$ cat config.mk
export PLATFORM = sky130hd
export DESIGN_NAME = mas_seq
export DESIGN_NICKNAME = d
export VERILOG_FILES = /design/src/verilog/mas_seq.v /design/src/verilog/mas_fifo.v
export VERILOG_INCLUDE_DIRS = /design/src /design/src/verilog
export SDC_FILE = /design/constraint.sdc
export NUM_CORES = 1
export LEC_CHECK = 0
export ABC_AREA = 0
export BUFFER_PORTS_ARGS = -buffer_cell sky130_fd_sc_hd__buf_2
export CAP_MARGIN = 20
export CORE_ASPECT_RATIO = 0.6
export CORE_MARGIN = 8
export CORE_UTILIZATION = 54
export DETAILED_ROUTE_END_ITERATION = 12
export GPL_TIMING_DRIVEN = 1
export HOLD_SLACK_MARGIN = 0.02
export PLACE_DENSITY = 0.77
export SLEW_MARGIN = 10
export SYNTH_ARGS = -nofsm -noshare
export SYNTH_HDL_FRONTEND = slang
export SYNTH_SLANG_ARGS = --single-unit
export TNS_END_PERCENT = 5
$ cat constraint.sdc
create_clock -name ref_clk_i -period 2.4 [get_ports ref_clk_i]
set_clock_uncertainty 0.2 [all_clocks]
set_input_delay 0.24 -clock ref_clk_i [delete_from_list [all_inputs] [get_ports ref_clk_i]]
set_output_delay 0.24 -clock ref_clk_i [all_outputs]
set_load 0.005 [all_outputs]
$ cat src/verilog/mas_seq_consts.vh
// constants for the multi-address two-wire slave sequencer
`ifndef MAS_SEQ_CONSTS_VH
`define MAS_SEQ_CONSTS_VH
`define MAS_SYNC_STAGES 2
`define MAS_FIFO_WIDTH 8
`define MAS_FIFO_DEPTH 8
`define MAS_FIFO_AW 3
`define MAS_FLAG_SET 8'h01
`define MAS_FLAG_CLR 8'h00
`define MAS_ACK_ON 8'h0F
`define MAS_ACK_OFF 8'h00
`define MAS_UNSEL 8'h00
`define MAS_ADR_A 7'h30
`define MAS_ADR_B 7'h38
`define MAS_ADR_C 7'h40
`define MAS_ADR_D 7'h48
`define MAS_ID_A 8'h10
`define MAS_ID_B 8'h20
`define MAS_ID_C 8'h30
`define MAS_ID_D 8'h40
`define MAS_ST_TRC 3
`define MAS_ST_ACK_SEEN_BIT 2
`define MAS_ST_STD 1
`define MAS_ST_SPD 0
`define MAS_BIT_LAST 4'h7
`define MAS_BIT_NINTH 4'h8
`endif

$ cat src/verilog/mas_seq.v
// multi-address two-wire slave sequencer
`timescale 1ns/10ps
`include "mas_seq_consts.vh"
module mas_seq (
  // clock and reset
  input wire ref_clk_i,
  input wire reset_n_i,
  // clock line
  input wire scl_in_i,
  output wire scl_out_o,
  output reg scl_oe_n_o,
  // data line
  input wire sda_in_i,
  output wire sda_out_o,
  output reg sda_oe_n_o,
  // status to upper logic, stop flag clear from it
  output reg [7:0] rx_byte_buffer_o,
  output reg [7:0] comm_status_byte_o,
  output reg [7:0] byte_done_flag_o,
  output reg [7:0] stop_seen_flag_o,
  input wire stop_flag_clear_i,
  // received byte stream
  output wire rx_valid_o,
  input wire rx_ready_i,
  output wire [7:0] rx_data_o,
  // strobes from upper logic
  input wire resume_receive_i,
  input wire resume_transmit_i,
  input wire [7:0] tx_byte_i,
  input wire end_transmit_i
);
  localparam S_IDLE = 5'd0;
  localparam S_START = 5'd1;
  localparam S_ADDR = 5'd2;
  localparam S_ACKW = 5'd3;
  localparam S_ACK = 5'd4;
  localparam S_NOSEL = 5'd5;
  localparam S_RXF = 5'd6;
  localparam S_RXB = 5'd7;
  localparam S_RXAW = 5'd8;
  localparam S_RXA = 5'd9;
  localparam S_RXH = 5'd10;
  localparam S_TXH = 5'd11;
  localparam S_TXS = 5'd12;
  localparam S_TXB = 5'd13;
  localparam S_TXA = 5'd14;
  localparam S_TXAF = 5'd15;
  localparam S_TXN = 5'd16;
  localparam S_TXE = 5'd17;
  localparam S_ACHK = 5'd18;

  // synchronisers and edge finding
  reg [1:0] scl_sync_q;
  reg [1:0] sda_sync_q;
  reg scl_prev_q;
  reg sda_prev_q;
  reg scl_rise_q;
  reg scl_fall_q;
  reg start_q;
  reg stop_q;
  reg [1:0] snap_q;
  wire scl_s;
  wire sda_s;
  wire scl_rise;
  wire scl_fall;

  // sequencer state
  reg [4:0] state_q;
  reg [3:0] cnt_q;
  reg [7:0] shift_q;
  reg [7:0] tx_sh_q;
  reg pend_q;
  reg [7:0] id_val;
  reg [7:0] ack_val;
  wire data_win;
  wire fifo_ready;
  wire fifo_push;

  assign scl_out_o = 1'b0;
  assign sda_out_o = 1'b0;
  assign scl_s = scl_sync_q[1];
  assign sda_s = sda_sync_q[1];
  assign scl_rise = scl_s & ~scl_prev_q;
  assign scl_fall = ~scl_s & scl_prev_q;

  // address table lookup on upper seven bits
  always @* begin
    case (shift_q[7:1])
      `MAS_ADR_A: id_val = `MAS_ID_A;
      `MAS_ADR_B: id_val = `MAS_ID_B;
      `MAS_ADR_C: id_val = `MAS_ID_C;
      `MAS_ADR_D: id_val = `MAS_ID_D;
      default: id_val = `MAS_UNSEL;
    endcase
  end

  // acknowledge enable per address id
  always @* begin
    case (id_val[7:4])
      4'h1: ack_val = `MAS_ACK_ON;
      4'h2: ack_val = `MAS_ACK_ON;
      4'h3: ack_val = `MAS_ACK_ON;
      4'h4: ack_val = `MAS_ACK_ON;
      default: ack_val = `MAS_ACK_OFF;
    endcase
  end

  // start and stop conditions count only in these states
  assign data_win = (state_q == S_IDLE) || (state_q == S_START) ||
                    (state_q == S_RXF);

  always @(posedge ref_clk_i or negedge reset_n_i) begin
    if (!reset_n_i) begin
      scl_sync_q <= 2'b11;
      sda_sync_q <= 2'b11;
      scl_prev_q <= 1'b1;
      sda_prev_q <= 1'b1;
    end else begin
      scl_sync_q <= {scl_sync_q[0], scl_in_i};
      sda_sync_q <= {sda_sync_q[0], sda_in_i};
      scl_prev_q <= scl_s;
      sda_prev_q <= sda_s;
    end
  end

  // event stage with level snapshot
  always @(posedge ref_clk_i or negedge reset_n_i) begin
    if (!reset_n_i) begin
      scl_rise_q <= 1'b0;
      scl_fall_q <= 1'b0;
      start_q <= 1'b0;
      stop_q <= 1'b0;
      snap_q <= 2'b11;
    end else begin
      scl_rise_q <= scl_rise;
      scl_fall_q <= scl_fall;
      start_q <= data_win & ~sda_s & sda_prev_q & scl_s & scl_prev_q;
      stop_q <= data_win & sda_s & ~sda_prev_q & scl_s & scl_prev_q;
      if (scl_rise || scl_fall || (sda_s != sda_prev_q)) begin
        snap_q <= {scl_s, sda_s};
      end
    end
  end

  mas_fifo #(
    .W(`MAS_FIFO_WIDTH),
    .D(`MAS_FIFO_DEPTH),
    .AW(`MAS_FIFO_AW)
  ) u_fifo (
    .ref_clk_i(ref_clk_i),
    .reset_n_i(reset_n_i),
    .in_valid_i(pend_q),
    .in_ready_o(fifo_ready),
    .in_data_i(rx_byte_buffer_o),
    .out_valid_o(rx_valid_o),
    .out_ready_i(rx_ready_i),
    .out_data_o(rx_data_o)
  );
  assign fifo_push = pend_q & fifo_ready;

  // stop flag, set beats clear
  always @(posedge ref_clk_i or negedge reset_n_i) begin
    if (!reset_n_i) begin
      stop_seen_flag_o <= `MAS_FLAG_CLR;
    end else if (stop_q) begin
      stop_seen_flag_o <= `MAS_FLAG_SET;
    end else if (stop_flag_clear_i) begin
      stop_seen_flag_o <= `MAS_FLAG_CLR;
    end
  end

  // main sequencer
  always @(posedge ref_clk_i or negedge reset_n_i) begin
    if (!reset_n_i) begin
      state_q <= S_IDLE;
      cnt_q <= 4'h0;
      shift_q <= 8'h00;
      tx_sh_q <= 8'h00;
      pend_q <= 1'b0;
      scl_oe_n_o <= 1'b1;
      sda_oe_n_o <= 1'b1;
      rx_byte_buffer_o <= 8'h00;
      comm_status_byte_o <= 8'h00;
      byte_done_flag_o <= `MAS_FLAG_CLR;
    end else begin
      if (fifo_push) begin
        pend_q <= 1'b0;
      end
      if (start_q) begin
        state_q <= S_START;
        sda_oe_n_o <= 1'b1;
        comm_status_byte_o[`MAS_ST_STD] <= 1'b1;
        comm_status_byte_o[`MAS_ST_SPD] <= 1'b0;
      end else if (stop_q) begin
        state_q <= S_IDLE;
        sda_oe_n_o <= 1'b1;
        comm_status_byte_o[`MAS_ST_SPD] <= 1'b1;
        comm_status_byte_o[`MAS_ST_STD] <= 1'b0;
      end else begin
        case (state_q)
          S_IDLE: begin
            cnt_q <= 4'h0;
          end
          S_START: begin
            if (scl_fall_q) begin
              state_q <= S_ADDR;
              cnt_q <= 4'h0;
            end
          end
          S_ADDR: begin
            if (scl_rise_q) begin
              shift_q <= {shift_q[6:0], snap_q[0]};
              cnt_q <= cnt_q + 4'h1;
              if (cnt_q == `MAS_BIT_LAST) begin
                state_q <= S_ACHK;
              end
            end
          end
          S_ACHK: begin
            if (ack_val == `MAS_ACK_ON) begin
              state_q <= S_ACKW;
              comm_status_byte_o[7:4] <= id_val[7:4];
              comm_status_byte_o[`MAS_ST_TRC] <= shift_q[0];
            end else begin
              state_q <= S_NOSEL;
            end
          end
          S_ACKW: begin
            if (scl_fall_q) begin
              sda_oe_n_o <= 1'b0;
              state_q <= S_ACK;
            end
          end
          S_ACK: begin
            if (scl_fall_q) begin
              sda_oe_n_o <= 1'b1;
              if (comm_status_byte_o[`MAS_ST_TRC]) begin
                scl_oe_n_o <= 1'b0;
                byte_done_flag_o <= `MAS_FLAG_SET;
                state_q <= S_TXH;
              end else begin
                state_q <= S_RXF;
              end
            end
          end
          S_NOSEL: begin
            if (scl_rise_q && cnt_q == `MAS_BIT_NINTH) begin
              state_q <= S_IDLE;
            end
          end
          S_RXF: begin
            if (scl_rise_q) begin
              shift_q <= {shift_q[6:0], snap_q[0]};
              cnt_q <= 4'h1;
            end else if (scl_fall_q) begin
              state_q <= S_RXB;
            end
          end
          S_RXB: begin
            if (scl_rise_q) begin
              shift_q <= {shift_q[6:0], snap_q[0]};
              cnt_q <= cnt_q + 4'h1;
              if (cnt_q == `MAS_BIT_LAST) begin
                state_q <= S_RXAW;
              end
            end
          end
          S_RXAW: begin
            if (scl_fall_q) begin
              sda_oe_n_o <= 1'b0;
              state_q <= S_RXA;
            end
          end
          S_RXA: begin
            if (scl_fall_q) begin
              sda_oe_n_o <= 1'b1;
              scl_oe_n_o <= 1'b0;
              rx_byte_buffer_o <= shift_q;
              pend_q <= 1'b1;
              comm_status_byte_o[`MAS_ST_TRC] <= 1'b0;
              byte_done_flag_o <= `MAS_FLAG_SET;
              state_q <= S_RXH;
            end
          end
          S_RXH: begin
            if (resume_receive_i) begin
              scl_oe_n_o <= 1'b1;
              byte_done_flag_o <= `MAS_FLAG_CLR;
              state_q <= S_RXF;
            end
          end
          S_TXH: begin
            if (resume_transmit_i) begin
              tx_sh_q <= tx_byte_i;
              sda_oe_n_o <= tx_byte_i[7];
              byte_done_flag_o <= `MAS_FLAG_CLR;
              state_q <= S_TXS;
            end
          end
          S_TXS: begin
            scl_oe_n_o <= 1'b1;
            cnt_q <= 4'h0;
            state_q <= S_TXB;
          end
          S_TXB: begin
            if (scl_rise_q && cnt_q == 4'h0) begin
              comm_status_byte_o[2:0] <= 3'b000;
            end
            if (scl_fall_q) begin
              cnt_q <= cnt_q + 4'h1;
              if (cnt_q == `MAS_BIT_LAST) begin
                sda_oe_n_o <= 1'b1;
                state_q <= S_TXA;
              end else begin
                tx_sh_q <= {tx_sh_q[6:0], 1'b1};
                sda_oe_n_o <= tx_sh_q[6];
              end
            end
          end
          S_TXA: begin
            if (scl_rise_q) begin
              if (!snap_q[0]) begin
                comm_status_byte_o[`MAS_ST_ACK_SEEN_BIT] <= 1'b1;
                state_q <= S_TXAF;
              end else begin
                comm_status_byte_o[`MAS_ST_ACK_SEEN_BIT] <= 1'b0;
                state_q <= S_TXN;
              end
            end
          end
          S_TXAF: begin
            if (scl_fall_q) begin
              scl_oe_n_o <= 1'b0;
              byte_done_flag_o <= `MAS_FLAG_SET;
              state_q <= S_TXH;
            end
          end
          S_TXN: begin
            if (scl_fall_q) begin
              scl_oe_n_o <= 1'b0;
              byte_done_flag_o <= `MAS_FLAG_SET;
              state_q <= S_TXE;
            end
          end
          S_TXE: begin
            if (end_transmit_i) begin
              comm_status_byte_o <= 8'h00;
              byte_done_flag_o <= `MAS_FLAG_CLR;
              scl_oe_n_o <= 1'b1;
              sda_oe_n_o <= 1'b1;
              state_q <= S_IDLE;
            end
          end
          default: begin
            state_q <= S_IDLE;
          end
        endcase
      end
    end
  end
endmodule

$ cat src/verilog/mas_fifo.v
// byte fifo between the receive path and the upper logic
`timescale 1ns/10ps
module mas_fifo #(
  parameter W = 8,
  parameter D = 8,
  parameter AW = 3
) (
  // clock and reset
  input wire ref_clk_i,
  input wire reset_n_i,
  // fill side
  input wire in_valid_i,
  output wire in_ready_o,
  input wire [W-1:0] in_data_i,
  // drain side
  output wire out_valid_o,
  input wire out_ready_i,
  output wire [W-1:0] out_data_o
);
  reg [W-1:0] mem [0:D-1];
  reg [AW-1:0] wr_q;
  reg [AW-1:0] rd_q;
  reg [AW:0] cnt_q;
  wire push;
  wire pop;
  assign in_ready_o = (cnt_q != D[AW:0]);
  assign out_valid_o = (cnt_q != {(AW+1){1'b0}});
  assign out_data_o = mem[rd_q];
  assign push = in_valid_i & in_ready_o;
  assign pop = out_valid_o & out_ready_i;
  always @(posedge ref_clk_i) begin
    if (push) begin
      mem[wr_q] <= in_data_i;
    end
  end
  always @(posedge ref_clk_i or negedge reset_n_i) begin
    if (!reset_n_i) begin
      wr_q <= {AW{1'b0}};
      rd_q <= {AW{1'b0}};
      cnt_q <= {(AW+1){1'b0}};
    end else begin
      if (push) begin
        wr_q <= (wr_q == D[AW-1:0] - 1'b1) ? {AW{1'b0}} : wr_q + 1'b1;
      end
      if (pop) begin
        rd_q <= (rd_q == D[AW-1:0] - 1'b1) ? {AW{1'b0}} : rd_q + 1'b1;
      end
      if (push && !pop) begin
        cnt_q <= cnt_q + 1'b1;
      end else if (pop && !push) begin
        cnt_q <= cnt_q - 1'b1;
      end
    end
  end
endmodule

==> PnR_summary.wiki <==
{| class="wikitable"
! Metric !! Value
|-
| Crit. End Element || register
|-
| GR Util All Layers || 0.2173
|-
| Floorplan die height || 100.7 µm
|-
| Synth Cell Area || 6451 µm²
|-
| Transition time at the pin with the least slew margin || 0.8768 ns
|-
| Final critical-path required period || 2.380 ns
|-
| Critical path type || register to register
|-
| Maximum buffer depth of the clock tree || 2
|-
| Number of flops mapped to enable cells by yosys || 64
|-
| Switching portion of total power || 0.3726
|-
| Total via count in the routed design || 4790
|-
| Number of sinks driven by the clock tree || 129
|-
| Net switching power figure || 3.644 mW
|-
| Count of cells along the worst hold path || 4
|-
| Leakage || 3.277 nW
|-
| Total count of hold-check failures in the final report || 0
|-
| Via count of the first global-routing pass || 4889
|-
| Power per cell area || 1221 nW/µm²
|-
| Leading cell type in the layout, fill and taps excluded || edfxtp_1
|-
| RD Place Congestion || 1.005
|-
| Clock-pin slew on the worst setup and hold paths || 0.07 ns
|-
| Number of levels in the clock H-tree || 4
|-
| Unrepaired setup endpoints after global routing || yes
|-
| Routed WL per cell || 20.46 µm
|-
| Antenna Diode Count || 0
|-
| Synthesized instance count || 515
|-
| Startpoint of the worst register-to-register path || u_fifo.cnt_q[1]
|-
| Starting density of the core || 0.5435
|-
| Area enclosed by the die boundary || 15820 µm²
|-
| DR DRC count || 0
|-
| Sum of net half-perimeters after detailed placement || 11330 µm
|-
| Most frequent cells in the layout || 64 x edfxtp_1, 62 x buf_4, 52 x dfrtp_1
|-
| Synthesis Warnings || 0
|-
| Synth Area per Inst || 12.53 µm²
|-
| Multi-input gate area in the final layout || 2678 µm²
|-
| Area of the core || 11870 µm²
|-
| Sequential standard cell area || 3565 µm²
|-
| Fraction of the cycle the final worst path needs || 0.9918
|-
| Port Buffers || 44
|-
| Worst setup slack before clock tree synthesis || -0.07516 ns
|-
| Number of max-cap violations || 0
|-
| Number of inserted filler cells in the final layout || 838
|-
| Worst Min Path Start || tx_byte_i[7]
|-
| Slew Limit Headroom || 0.4133
|-
| Site row count || 31
|-
| Top FF cell, synth || edfxtp_1
|-
| Area delta synth->final || 24.19%
|-
| Required time worst endpoint || 2.50 ns
|-
| Number of storage elements in the synthesis netlist || 129
|-
| GRT Residual Overflow || 0
|-
| Die width || 157.1 µm
|-
| Number of buffers added by the clock tree synthesis step || 17
|-
| Arrival time of data at the critical path endpoint || 2.48 ns
|-
| Status || finished clean
|-
| Clock tree from TritonCTS || built
|-
| Latest clock arrival within the worst-skew pair || 0.42 ns
|-
| Worst r2r dst || u_fifo.cnt_q[3]
|-
| End point of the worst hold path || sda_oe_n_o
|-
| DRC violation total after the first TritonRoute iteration || 538
|-
| Wire length of the first global-routing pass || 26150 µm
|-
| Part of the power in the clock network || 0.254
|-
| Classification of the worst-slack hold path || primary input to register
|-
| Startpoint class of the critical path || register
|-
| Detailed Routing Iterations Pass 1 || 5
|-
| Fraction of final layout cells with drive strength greater than 1 || 0.3662
|-
| Depth of the most critical reg-to-reg path || 12
|-
| Remaining antenna violation count after routing || 0
|-
| Slack of the critical path || 0.01964 ns
|-
| Max-slew violation count || 0
|-
| Post-layout net count || 655
|-
| Maximum number of pins on one net before global-route repair || 29
|-
| Fraction of registers with async set or reset after synthesis || 0.5039
|-
| Worst vdd ir || 0.5748 mV
|-
| Ports placed on the boundary || 62
|-
| Clk Tree Root Cell || clkbuf_16
|-
| Wire length reported by the detailed router || 16450 µm
|-
| Combinational Power Share || 0.420
|-
| Maximum achievable frequency || 420.1 MHz
|-
| Flop2flop setup slack || 0.02 ns
|-
| Sequential share of power || 0.325
|-
| Number of distinct standard cells referenced by the synthesized netlist || 73
|-
| Sequential cell area fraction in the yosys report || 0.5518
|-
| Setup TNS Final || 0 ns
|-
| Routed vias/inst || 5.958
|-
| P_int || 6.136 mW
|-
| Endpoints failing setup || 0
|-
| Antenna violations before repair || 0
|-
| Critical Path Fanout Max || 3
|}
[critical path, stage by stage, from the launching register on]
cell     delay, ns
dfrtp_2       0.44
nor3_4        0.23
nand2_1       0.10
nand2_2       0.10
inv_2         0.07
ha_4          0.17
inv_4         0.08
ha_4          0.19
a21o_1        0.16
a21oi_2       0.15
xnor2_1       0.14
nor2_1        0.08
xor2_1        0.14
[Yosys cell counts, types with 4 or more instances]
cell type / count / area [µm²]
xnor2_1: 4 / 35.03
mux2i_1: 14 / 140.1
dfstp_2: 9 / 236.5
nand3b_1: 5 / 37.54
a21oi_1: 23 / 115.1
nor2b_1: 10 / 62.56
nor3_1: 15 / 75.07
o21ai_0: 21 / 105.1
nor2_1: 34 / 127.6
buf_2: 10 / 50.05
ha_1: 11 / 137.6
nand4_1: 5 / 31.28
nor4_1: 4 / 25.02
nand3_1: 7 / 35.03
buf_1: 4 / 15.01
clkbuf_1: 10 / 37.54
inv_1: 16 / 60.06
mux4_2: 16 / 360.4
nand2b_1: 8 / 50.05
a21o_1: 5 / 37.54
dfrtp_1: 56 / 1401
mux2_2: 30 / 337.8
nand2_1: 33 / 123.9
a211oi_1: 5 / 37.54
edfxtp_1: 64 / 1922
buf_4: 20 / 150.1
[worst max-delay path by stage]
stage | startpoint | end | depth (start not counted)
finish | u_fifo.cnt_q[1] | u_fifo.cnt_q[3] | 12
global route | u_fifo.cnt_q[1] | u_fifo.cnt_q[3] | 12
CTS | u_fifo.rd_q[0] | rx_data_o[2] | 4
detailed placement | u_fifo.cnt_q[2] | u_fifo.cnt_q[3] | 12
global placement | u_fifo.cnt_q[2] | u_fifo.cnt_q[3] | 12
floorplan | u_fifo.cnt_q[0] | u_fifo.cnt_q[3] | 11
[flip-flops by register name, indices dropped and copies added (netlist names)]
signal / count
pend_q: 1
scl_fall_q: 1
u_fifo.wr_q: 3
sda_oe_n_o: 1
byte_done_flag_o: 1
scl_sync_q: 2
sda_prev_q: 1
scl_prev_q: 1
snap_q: 1
start_q: 1
comm_status_byte_o: 7
stop_q: 1
rx_byte_buffer_o: 8
scl_rise_q: 1
stop_seen_flag_o: 1
u_fifo.cnt_q: 4
shift_q: 8
u_fifo.mem: 64
tx_sh_q: 7
scl_oe_n_o: 1
u_fifo.rd_q: 3
state_q: 5
cnt_q: 4
sda_sync_q: 2
[power by group through the flow]
stage	sequential, mW	clock [mW]	combinational (mW)
after floorplan	2.95	0	2.55
after global routing	3.23	2.60	4.45
after detailed placement	3.17	0	3.73
after global placement	3.14	0	3.66
final	3.18	2.49	4.11
after CTS	3.15	2.51	3.89
[layout make-up]
class / count / area share
tap: 165 / 0.02577
multi-input combinational: 339 / 0.3342
clock inverter: 15 / 0.01765
timing repair buffer: 123 / 0.1165
inverter: 16 / 0.007809
sequential: 129 / 0.4449
clock buffer: 17 / 0.05310
[kinds of logic (layout without fill, tap and decap cells)]
logic type | after synthesis | count (layout) | share of synthesized area
xor+xnor | 6 | 6 | 0.008146
buf+inv | 63 | 171 | 0.05372
other cells | 1 | 17 | 0.0005813
simple gates | 147 | 147 | 0.1237
fa+ha+maj | 12 | 12 | 0.02444
mux | 60 | 60 | 0.1299
flops | 129 | 129 | 0.5518
compound gates | 97 | 97 | 0.1076
[per-stage QoR]
step | cell area (µm²) | instances | hold WS [ns] | power (mW) | util
CTS | 7901 | 799 | 0.04696 | 9.552 | 0.6657
floorplan | 6521 | 531 | -0.2556 | 5.500 | -
global placement | 7144 | 749 | -0.01276 | 6.809 | 0.6019
finish | 8011 | 804 | 0.06541 | 9.781 | 0.6750
global route | 8011 | 804 | 0.06077 | 10.28 | 0.6750
detailed placement | 7144 | 749 | -0.01256 | 6.903 | 0.6019
[routing by layer]
layer  GRT usage  vias to the layer above  wire (µm)
met3     0.06678                       21       1600
met2      0.3178                      231       7191
met4     0.06914                        0        190
li1            -                     2125          -
met1      0.3042                     2413       7468
met5           0                        -          0
[what timing repair did]
action,CTS,global route
endpoints found under the setup margin,9,20
hold endpoints to repair,67,0
gates resized for setup,7,12
hold buffers,11,0
setup buffers,7,4
pin swaps,3,12
gates cloned,0,1
Power figures use the tool's default switching activity.
